**src/hdl/csf_pkg.sv**
```systemverilog
// package of offsets, field positions and reset values for the codec status flag registers
package csf_pkg;
	localparam int CSF_AW = 8;
	localparam int CSF_DW = 8;
	typedef logic [CSF_AW-1:0] csf_addr_t;
	typedef logic [CSF_DW-1:0] csf_data_t;
	// status register offsets (page 0)
	localparam csf_addr_t CSF_OFF_PWR = 8'h5e;
	localparam csf_addr_t CSF_OFF_SHORT = 8'h5f;
	localparam csf_addr_t CSF_OFF_LATCHED = 8'h60;
	localparam csf_addr_t CSF_OFF_LIVE = 8'h61;
	// register whose read clears the live button bit
	localparam csf_addr_t CSF_OFF_BTN_CLR = 8'h0e;
	// interrupt block offsets
	localparam csf_addr_t CSF_OFF_IRQ_STAT = 8'h70;
	localparam csf_addr_t CSF_OFF_IRQ_EN = 8'h71;
	localparam csf_addr_t CSF_OFF_IRQ_CLR = 8'h72;
	localparam csf_data_t CSF_RST = 8'h00;
	// power status fields
	localparam int CSF_PWR_LDAC = 7;
	localparam int CSF_PWR_RDAC = 6;
	localparam int CSF_PWR_MONO = 5;
	localparam int CSF_PWR_LLINE = 4;
	localparam int CSF_PWR_RLINE = 3;
	localparam int CSF_PWR_LHP = 2;
	localparam int CSF_PWR_RHP = 1;
	// short/power register fields
	localparam int CSF_SC_HI = 7;
	localparam int CSF_SC_LO = 4;
	localparam int CSF_SC_LCOM_PWR = 3;
	localparam int CSF_SC_RCOM_PWR = 2;
	// flag register fields
	localparam int CSF_FL_BTN = 3;
	localparam int CSF_FL_HSET = 2;
	localparam int CSF_FL_LNOISE = 1;
	localparam int CSF_FL_RNOISE = 0;
	// interrupt status bits
	localparam int CSF_IRQ_SHORT = 0;
	localparam int CSF_IRQ_BTN = 1;
	localparam int CSF_IRQ_HSET = 2;
	localparam int CSF_IRQ_NOISE = 3;
	localparam int CSF_IRQ_W = 4;
endpackage : csf_pkg

```
**src/hdl/csf_status_regs.sv**
```systemverilog
// read-only power, short-circuit and event flag registers with interrupt status

// Notes on behaviour
// (RULE1) four read-only status registers, reset zero
// (RULE2) bits 7,6 show converter power-up done
// (RULE3) bits 5,4,3 show line driver power
// (RULE4) bits 2,1 show headphone driver power
// (RULE5) software leaves power bit 0; reads zero
// (RULE6) short register bits 7..4 show shorts
// (RULE7) short register bits 3,2 common power
// (RULE8) short register bits 1..0 reserved zero
// (RULE9) latched register holds short events
// (RULE10) latched button press and headset change
// (RULE11) bits 1,0 show noise-gate below threshold
// (RULE12) live register follows short detectors
// (RULE13) live bit 2 is headset present level
// (RULE14) live button bit cleared by register 14 read
// (RULE15) reading latched register clears its bits
module csf_status_regs (
	// clock and reset
	input wire logic clk,
	input wire logic rst,
	// register port
	input wire csf_pkg::csf_addr_t addr,
	input wire csf_pkg::csf_data_t wdata,
	input wire logic wr,
	input wire logic rd,
	output csf_pkg::csf_data_t rdata,
	// converter and driver power-up status
	input wire logic left_dac_powered,
	input wire logic right_dac_powered,
	input wire logic mono_line_driver_powered,
	input wire logic left_line_driver_powered,
	input wire logic right_line_driver_powered,
	input wire logic left_headphone_driver_powered,
	input wire logic right_headphone_driver_powered,
	input wire logic left_common_driver_powered,
	input wire logic right_common_driver_powered,
	// short detectors: left hp, right hp, left com, right com (bit 3..0)
	input wire logic [3:0] driver_short,
	// headset and gain-control detectors
	input wire logic button_press,
	input wire logic headset_present,
	input wire logic left_noise_low,
	input wire logic right_noise_low,
	// interrupt
	output logic irq
);
	import csf_pkg::*;

	////////////////////////////////////////////////////////////////////////
	// three-stage synchronisers for detector levels
	localparam int NS = 17;
	// positions of each detector within the synchroniser word
	localparam int IX_LDAC = 16;
	localparam int IX_RDAC = 15;
	localparam int IX_MONO = 14;
	localparam int IX_LLINE = 13;
	localparam int IX_RLINE = 12;
	localparam int IX_LHP = 11;
	localparam int IX_RHP = 10;
	localparam int IX_LCOM = 9;
	localparam int IX_RCOM = 8;
	localparam int IX_SC_HI = 7;
	localparam int IX_SC_LO = 4;
	localparam int IX_BTN = 3;
	localparam int IX_HSET = 2;
	localparam int IX_LNOISE = 1;
	localparam int IX_RNOISE = 0;
	logic [NS-1:0] raw;
	logic [NS-1:0] s1_reg;
	logic [NS-1:0] s2_reg;
	logic [NS-1:0] s3_reg;
	logic [NS-1:0] q_reg;

	// gather the detector pins into one word
	always_comb begin
		raw = '0;
		raw[IX_LDAC] = left_dac_powered;
		raw[IX_RDAC] = right_dac_powered;
		raw[IX_MONO] = mono_line_driver_powered;
		raw[IX_LLINE] = left_line_driver_powered;
		raw[IX_RLINE] = right_line_driver_powered;
		raw[IX_LHP] = left_headphone_driver_powered;
		raw[IX_RHP] = right_headphone_driver_powered;
		raw[IX_LCOM] = left_common_driver_powered;
		raw[IX_RCOM] = right_common_driver_powered;
		raw[IX_SC_HI:IX_SC_LO] = driver_short;
		raw[IX_BTN] = button_press;
		raw[IX_HSET] = headset_present;
		raw[IX_LNOISE] = left_noise_low;
		raw[IX_RNOISE] = right_noise_low;
	end

	always_ff @(posedge clk or posedge rst) begin
		if (rst) begin
			s1_reg <= '0;
			s2_reg <= '0;
			s3_reg <= '0;
		end else begin
			s1_reg <= raw;
			s2_reg <= s1_reg;
			s3_reg <= s2_reg;
		end
	end

	// a change counts once stages two and three agree
	always_ff @(posedge clk or posedge rst) begin
		if (rst) begin
			q_reg <= '0;
		end else begin
			for (int i = 0; i < NS; i++) begin
				if (s2_reg[i] == s3_reg[i]) begin
					q_reg[i] <= s3_reg[i];
				end
			end
		end
	end

	logic [3:0] sc_now;
	logic btn_now;
	logic hset_now;
	logic [1:0] noise_now;
	logic btn_prev_reg;
	logic hset_prev_reg;
	logic [3:0] sc_prev_reg;
	logic btn_rise;
	logic hset_chg;
	logic [3:0] sc_rise;
	assign sc_now = q_reg[IX_SC_HI:IX_SC_LO];
	assign btn_now = q_reg[IX_BTN];
	assign hset_now = q_reg[IX_HSET];
	assign noise_now = q_reg[IX_LNOISE:IX_RNOISE];

	always_ff @(posedge clk or posedge rst) begin
		if (rst) begin
			btn_prev_reg <= 1'b0;
			hset_prev_reg <= 1'b0;
			sc_prev_reg <= 4'h0;
		end else begin
			btn_prev_reg <= btn_now;
			hset_prev_reg <= hset_now;
			sc_prev_reg <= sc_now;
		end
	end
	assign btn_rise = btn_now & ~btn_prev_reg;
	assign hset_chg = hset_now ^ hset_prev_reg;
	assign sc_rise = sc_now & ~sc_prev_reg;

	////////////////////////////////////////////////////////////////////////
	// status registers
	csf_data_t pwr_reg;
	csf_data_t short_reg;
	csf_data_t latched_reg;
	csf_data_t latched_next;
	logic live_btn_reg;
	csf_data_t live_val;
	logic rd_latched;
	logic rd_btn_clr;

	// strobe qualified by one register offset
	function automatic logic hit(input logic strobe, input csf_addr_t a, input csf_addr_t off);
		return strobe && (a == off);
	endfunction

	// interrupt word widened to the bus width
	function automatic csf_data_t widen(input logic [CSF_IRQ_W-1:0] v);
		return {{(CSF_DW-CSF_IRQ_W){1'b0}}, v};
	endfunction

	assign rd_latched = hit(rd, addr, CSF_OFF_LATCHED);
	assign rd_btn_clr = hit(rd, addr, CSF_OFF_BTN_CLR);

	// (RULE2) converter power bits
	// (RULE3) line driver bits
	// (RULE4) headphone driver bits
	// (RULE5) reserved bit 0 zero
	always_ff @(posedge clk or posedge rst) begin
		if (rst) begin
			pwr_reg <= CSF_RST;
		end else begin
			pwr_reg <= CSF_RST;
			pwr_reg[CSF_PWR_LDAC] <= q_reg[IX_LDAC];
			pwr_reg[CSF_PWR_RDAC] <= q_reg[IX_RDAC];
			pwr_reg[CSF_PWR_MONO] <= q_reg[IX_MONO];
			pwr_reg[CSF_PWR_LLINE] <= q_reg[IX_LLINE];
			pwr_reg[CSF_PWR_RLINE] <= q_reg[IX_RLINE];
			pwr_reg[CSF_PWR_LHP] <= q_reg[IX_LHP];
			pwr_reg[CSF_PWR_RHP] <= q_reg[IX_RHP];
		end
	end

	// (RULE6) live short bits
	// (RULE7) common driver power
	// (RULE8) reserved bits zero
	always_ff @(posedge clk or posedge rst) begin
		if (rst) begin
			short_reg <= CSF_RST;
		end else begin
			short_reg <= CSF_RST;
			short_reg[CSF_SC_HI:CSF_SC_LO] <= sc_now;
			short_reg[CSF_SC_LCOM_PWR] <= q_reg[IX_LCOM];
			short_reg[CSF_SC_RCOM_PWR] <= q_reg[IX_RCOM];
		end
	end

	// (RULE9) latch short events
	// (RULE10) latch button and headset
	// (RULE11) latch noise-gate state
	always_comb begin
		latched_next = latched_reg;
		// (RULE15) read clears, events win
		if (rd_latched) begin
			latched_next = CSF_RST;
		end
		latched_next[CSF_SC_HI:CSF_SC_LO] = latched_next[CSF_SC_HI:CSF_SC_LO] | sc_rise;
		latched_next[CSF_FL_BTN] = latched_next[CSF_FL_BTN] | btn_rise;
		latched_next[CSF_FL_HSET] = latched_next[CSF_FL_HSET] | hset_chg;
		latched_next[CSF_FL_LNOISE] = latched_next[CSF_FL_LNOISE] | noise_now[1];
		latched_next[CSF_FL_RNOISE] = latched_next[CSF_FL_RNOISE] | noise_now[0];
	end

	always_ff @(posedge clk or posedge rst) begin
		if (rst) begin
			latched_reg <= CSF_RST;
		end else begin
			latched_reg <= latched_next;
		end
	end

	// (RULE14) button bit cleared by register 14 read
	always_ff @(posedge clk or posedge rst) begin
		if (rst) begin
			live_btn_reg <= 1'b0;
		end else if (btn_rise) begin
			live_btn_reg <= 1'b1;
		end else if (rd_btn_clr) begin
			live_btn_reg <= 1'b0;
		end
	end

	// (RULE12) live short condition
	// (RULE13) headset present level
	always_comb begin
		live_val = CSF_RST;
		live_val[CSF_SC_HI:CSF_SC_LO] = sc_now;
		live_val[CSF_FL_BTN] = live_btn_reg;
		live_val[CSF_FL_HSET] = hset_now;
		live_val[CSF_FL_LNOISE] = noise_now[1];
		live_val[CSF_FL_RNOISE] = noise_now[0];
	end

	////////////////////////////////////////////////////////////////////////
	// interrupt status, enable and clear
	logic [CSF_IRQ_W-1:0] ist_reg;
	logic [CSF_IRQ_W-1:0] ien_reg;
	logic [CSF_IRQ_W-1:0] iev;
	logic [CSF_IRQ_W-1:0] iclr;
	logic [1:0] noise_prev_reg;
	always_ff @(posedge clk or posedge rst) begin
		if (rst) begin
			noise_prev_reg <= 2'h0;
		end else begin
			noise_prev_reg <= noise_now;
		end
	end
	assign iev[CSF_IRQ_SHORT] = |sc_rise;
	assign iev[CSF_IRQ_BTN] = btn_rise;
	assign iev[CSF_IRQ_HSET] = hset_chg;
	assign iev[CSF_IRQ_NOISE] = |(noise_now & ~noise_prev_reg);
	assign iclr = hit(wr, addr, CSF_OFF_IRQ_CLR) ? wdata[CSF_IRQ_W-1:0] : '0;

	// set wins over clear
	always_ff @(posedge clk or posedge rst) begin
		if (rst) begin
			ist_reg <= '0;
		end else begin
			ist_reg <= (ist_reg & ~iclr) | iev;
		end
	end

	always_ff @(posedge clk or posedge rst) begin
		if (rst) begin
			ien_reg <= '0;
		end else if (hit(wr, addr, CSF_OFF_IRQ_EN)) begin
			ien_reg <= wdata[CSF_IRQ_W-1:0];
		end
	end

	assign irq = |(ist_reg & ien_reg);

	////////////////////////////////////////////////////////////////////////
	// read data, one cycle after the strobe
	// (RULE1) read-only decode
	always_ff @(posedge clk or posedge rst) begin
		if (rst) begin
			rdata <= CSF_RST;
		end else if (rd) begin
			unique case (addr)
				CSF_OFF_PWR: rdata <= pwr_reg;
				CSF_OFF_SHORT: rdata <= short_reg;
				CSF_OFF_LATCHED: rdata <= latched_reg;
				CSF_OFF_LIVE: rdata <= live_val;
				CSF_OFF_IRQ_STAT: rdata <= widen(ist_reg);
				CSF_OFF_IRQ_EN: rdata <= widen(ien_reg);
				default: rdata <= CSF_RST;
			endcase
		end else begin
			rdata <= CSF_RST;
		end
	end
endmodule // csf_status_regs

```
**config.mk**
```make
export PLATFORM = sky130hd
export DESIGN_NAME = csf_status_regs
export DESIGN_NICKNAME = d
export VERILOG_FILES = /design/src/hdl/csf_pkg.sv /design/src/hdl/csf_status_regs.sv
export SDC_FILE = /design/constraint.sdc
export NUM_CORES = 1
export LEC_CHECK = 0
export ABC_AREA = 0
export ABC_CLOCK_PERIOD_IN_PS = 4300
export BUFFER_PORTS_ARGS = -buffer_cell sky130_fd_sc_hd__buf_2
export CORE_AREA = 2 2 98 100
export CTS_BUF_LIST = sky130_fd_sc_hd__clkbuf_8
export CTS_CLUSTER_DIAMETER = 100
export DETAILED_ROUTE_END_ITERATION = 8
export DIE_AREA = 0 0 100 102
export SYNTH_ARGS = -nofsm -noshare
export SYNTH_HDL_FRONTEND = slang
export SYNTH_SLANG_ARGS = --single-unit
```
**constraint.sdc**
```tcl
create_clock -name clk -period 4.3 [get_ports clk]
set_input_delay 1.29 -clock clk [delete_from_list [all_inputs] [get_ports clk]]
set_output_delay 1.29 -clock clk [all_outputs]
set_load 0.01 [all_outputs]
```
; ---- Word level (Yosys, flattened, before mapping)
; Cells that the tools add are included.
[totals]
ff_bits = 114
latch_bits = 0
ramBits = 0
romBits = 0
in_bits = 37
out_inout_bits = 9
n_memories = 0
[op_classes]
add_sub_neg = 0
multipliers = 0
div_mod_pow = 0
n_lt_le_gt_ge = 0
n_eq_ne = 25
shift = 0
muxes = 6
bitwise_logic = 16
reduce_logical = 8
[op_table]
columns = operator, n
row1 = "== test 8 x 7 -> 1 bit, second input constant", 7
row2 = case mux 8 bit (6 select lines), 1
row3 = == test 1 bit, 17
row4 = two-way mux 8 bit, 2
row5 = AND 4 bit, 3
row6 = "== test 8 x 4 -> 1 bit, second input constant", 1
row7 = NOT 4 bit, 2
row8 = bitwise OR 4 bit, 2
row9 = OR reduction 4 bit, 2
row10 = logical AND 1 bit, 4
row11 = two-way mux 4 bit, 1
row12 = bitwise OR 1 bit, 4
row13 = AND 2 bit, 1
row14 = two-way mux 1 bit, 2
row15 = NOT 2 bit, 1
row16 = nonzero test 2 bit, 1
row17 = OR reduction 2 bit, 1
row18 = AND 1 bit, 1
row19 = NOT 1 bit, 1
row20 = XOR 1 bit, 1

; ---- Longest topological paths before layout
[depth]
depth_word = 6
mapped_depth = 4

; ---- Worst setup path after synthesis
; OpenSTA, ideal clock, no wires.
[synth_timing]
path_type = input-to-reg
from = in addr[0]
to = reg ien_reg[0]
setup_time_ns = 0.125
arrival_time_ns = 2.396
slack_ns = 1.779
path_stages = 4
n_path_buf = 1
cell_sequence = buf_6 or4b_4 nor3_4 mux2_2
[synth_between]
elab_chain_len = 2
[synth_lines]
columns = element, line
row1 = from (decl), csf_status_regs.sv:24  ; input wire csf_pkg::csf_addr_t addr,
row2 = == test 8 x 7 -> 1 bit, csf_status_regs.sv:163  ; return strobe && (a == off);
row3 = logical AND 1 bit, csf_status_regs.sv:163
row4 = to (signal assigned), csf_status_regs.sv:286  ; ien_reg <= wdata[CSF_IRQ_W-1:0];
row5 = to (decl), csf_status_regs.sv:256  ; logic [CSF_IRQ_W-1:0] ien_reg;
; Every way passes these cells.
; A chain may end at the register's enable or synchronous reset.

; ---- Final worst setup path
[layout_timing]
from = in addr[0]
to = reg ien_reg[3]
; Same word-level chain as after synthesis.

==> metrics.sh <==
REPORT.POWER.TOTAL_uW=1840
TOTAL_AREA_OF_MULTI_INPUT_COMBINATIONAL_CELLS_UM2=793.3
WORSTREG2REGSTART='q_reg[1]$_DFFE_PP0N_'
IO_PINS=46
SYNTH_AREA_PER_CELL_UM2=17.06
SYN-INSTANCE-COUNT=211
CRITPATHLAUNCH='addr[0]'
STATUS='completed'
ROUTED_WL_UM=5470
POST_SYNTH_MUX_AREA_SHARE_PCT=6.743
POSTSYNTH.ASYNCRESETSHARE_PCT=100.0
NUMCLOCKSINKS=110
FRACTION_OF_POST_SYNTHESIS_CELL_AREA_IN_THE_TOP_CELL_TYPE_BY_AREA_PCT=76.47
GLOBAL_ROUTE_USAGE_OVER_ALL_LAYERS_PCT=11.99
SLEW_VIOL_FINAL=0
FMAX_MHz=382.9
FINAL_ANTENNA_NET_COUNT=0
FLOORPLAN.CORE_AREA_UM2=9109
POSTCTSSETUPREPAIRBUFS=0
SYNTH-EDFF-COUNT=0
HP-START='s1_reg[6]$_DFF_PP0_'
SYNTHXORXNORAREAFRAC_PCT=0.2433
GRT_PASS1_WL_UM=9287
ROUTED-VIA-COUNT=1814
MAIN_COMBINATIONAL_CELL_FAMILY_BY_AREA_AFTER_SYNTHESIS='multiplexers'
AREA_DELTA_SYNTH_FINAL_PCT=15.26
TIMING.FINAL.WS_SETUP_NS=1.689
TNS_NS=0
SYNTH_FA_HA_AREA_SHARE_PCT=4.727
SYNTH_MOST_COMMON_CELL='dfrtp_1'
INITIAL_UTILIZATION_PCT=39.52
PIN_COUNT_OF_THE_BIGGEST_NET_ENTERING_GLOBAL_ROUTING=45
LARGEST_BUFFER_COUNT_ON_ANY_CLOCK_PATH=2
FILL_CELLS=811
CLOCK_INSERTION_DELAY_WORST_SKEW_NS=0.36
CRITICAL_PATH_CLASS='in -> reg'
WORSTPATHARRIVAL_NS=2.86
SYNTH_SIMPLE_GATE_AREA_SHARE_PCT=5.700
SYNTH_WARNINGS=0
CP_DATA_REQUIRED_TIME_NS=4.55
PLACE.PORT_BUFFERS=41
DRC=0
WORSTMARGINPINSLEW_NS=0.5230
HTREE_LEVELS=3
FINAL_CRITICAL_DELAY_INCLUDING_SETUP_AND_EXTERNAL_DELAYS_NS=2.611
HOLDWS_NS=0.3548
SYNTH_SEQUENTIAL_AREA_RATIO_PCT=76.47
MIN_PATH_TYPE='reg -> reg'
SYNTH_COMPOUND_AREA_SHARE_PCT=4.623
SYNTH_AREA_LEADERS='dfrtp_1 76%, maj3_1 4.7%, mux2i_1 2.8%, a21o_1 1.9%, mux4_1 1.5%'
SYNTH_CELL_TYPE_COUNT=31
CTS_INSERTED_BUFFERS=9
FF_LATCH_AREA_UM2=2753
YOSYS_MOST_USED_DFF='dfrtp_1'
POST-DP-HPWL_UM=3754
TRITONCTS='built'
SETUP_VIOLATIONS=0
CLOCK_TREE.ROOT_CELL='clkbuf_8'
GRT-OVFL-TOTAL=0
DESIGN.FINAL.NETS=299
NUMBER_OF_FAILING_HOLD_ENDPOINTS_AT_THE_FINAL_STAGE=0
POWER_PER_CELL_AREA_nW_PER_UM2=443.5
RSZ0062_AT_GRT='no'
DRT_FIRST_PASS_ITERS=4
SYNTHESIS.AREA_UM2=3600
POST-ROUTE-PERIOD-UTIL_PCT=60.73
FLOORPLAN.DIE_AREA_UM2=10200
GRT_PASS1_VIAS=1834
INSERTEDDIODECOUNT=0
CTS_RESIZED=0
FINAL_CORE_UTILIZATION_PCT=45.55
DRTITER0DRC=86
MAX_SLEW_MARGIN_PCT=65.13
SETUP.WORST_PATH.START_CLASS='input port'
WL_PER_CELL_UM=14.51
ROW_COUNT=35
FIN_SKEW_NS=0.01051
NETLIST_TOP_CELLS_COUNT='110 x dfrtp_1, 17 x maj3_1, 10 x mux2i_1, 9 x a21o_1, 9 x inv_1'
DRIVE_ABOVE_1_SHARE_PCT=25.56
CLKTRANSATPATHREGS_NS=0.10
CP_MAX_FO=18
IR_WORST_VDD_uV=182.7
SYN-NUM-NETS=248
SYNTH.LARGEST_AREA_CELL='dfrtp_1'
SETUP.WORST_PATH.END_CLASS='flip-flop'
HOLDBUFCOUNTCTS=0
YS_FF_LATCH=110
FLOORPLAN.DIE.HEIGHT_UM=102
MAX_CAP_VIOLATIONS=0
GRT_ANTENNA_BEFORE_REPAIR=0
DETAILEDPLACE.WORSTSLACK_NS=1.294
P_LEAK_uW=0.001876
GP_CONGESTION=0.7855
DIE_WIDTH_UM=100
ROUTE.DETAILED.VIAS_PER_INST=4.812
## critical path: stages
cell and delay (ns):
buf_2 0.42, or4b_4 0.54, nor3_4 0.23, mux2_2 0.37
## final cells by class
type | count | area share, %
clock inverter | 6 | 2.021
inverter | 9 | 0.8745
sequential | 110 | 66.34
tap | 111 | 3.347
clock buffer | 9 | 2.986
multi-input combinational | 89 | 19.12
timing repair buffer | 43 | 5.308
## stage by stage
stage | std cells | instance area [µm²]
4_1_cts | 377 | 4149
3_5_place_dp | 362 | 3941
3_3_place_gp | 362 | 3941
2_1_floorplan | 211 | 3600
6_report | 377 | 4149
5_1_grt | 377 | 4149
## layout by cell type (no fill, tap or decap), types with 2 or more instances in the layout
master / Yosys / layout
dfrtp_1: 110 / 110
buf_2: 1 / 41
maj3_1: 17 / 17
mux2i_1: 10 / 10
a21o_1: 9 / 9
clkbuf_8: 0 / 9
inv_1: 9 / 8
o22ai_1: 6 / 6
nor2b_1: 6 / 6
nand3_1: 5 / 5
mux2_2: 4 / 4
nand2_1: 3 / 3
nor2_1: 3 / 3
clkinv_4: 0 / 3
nor3_1: 2 / 2
and3b_1: 2 / 2
nand4b_1: 2 / 2
mux4_2: 2 / 2
mux4_1: 2 / 2
or4b_4: 2 / 2
o41ai_1: 2 / 2
a22oi_1: 2 / 2
a31oi_1: 2 / 2
buf_4: 0 / 2
## cells by family after synthesis
family / count (synthesis)
DFF: 110
and+or+nand+nor: 30
AOI/OAI and AO/OA: 23
muxes: 18
adders and majority gates: 17
buffers and inverters: 12
xor gates and xnor gates: 1
## final timing paths
path | slack, ns | depth (start not counted) | end
max | 1.69 | 4 | ien_reg[3]$_DFFE_PP0P_
min | 0.35 | 0 | s2_reg[6]$_DFF_PP0_
max reg2reg | 2.98 | 3 | rdata[1]$_DFF_PP0_
min reg2reg | 0.35 | 0 | s2_reg[6]$_DFF_PP0_
max in group asynchronous | 2.49 | 3 | q_reg[16]$_DFFE_PP0N_
min in group asynchronous | 0.98 | 2 | s1_reg[3]$_DFF_PP0_
## per-layer routing
layer / GRT usage (%) / part of all wire (%) / vias up
met5: 0 / 0 / -
met4: 6.006 / 1.8 / 0
met3: 2.941 / 4.1 / 9
met2: 17.00 / 45 / 35
met1: 17.40 / 49 / 920
li1: - / - / 850
## power by group
group | total (µW) | leakage, µW | internal (µW) | switching, µW
Combinational | 97.9 | 0.000499 | 44.4 | 53.4
Sequential | 1120 | 0.00127 | 1090 | 28.7
Clock | 621 | 0.000104 | 278 | 343
Power figures use the tool's default switching activity.
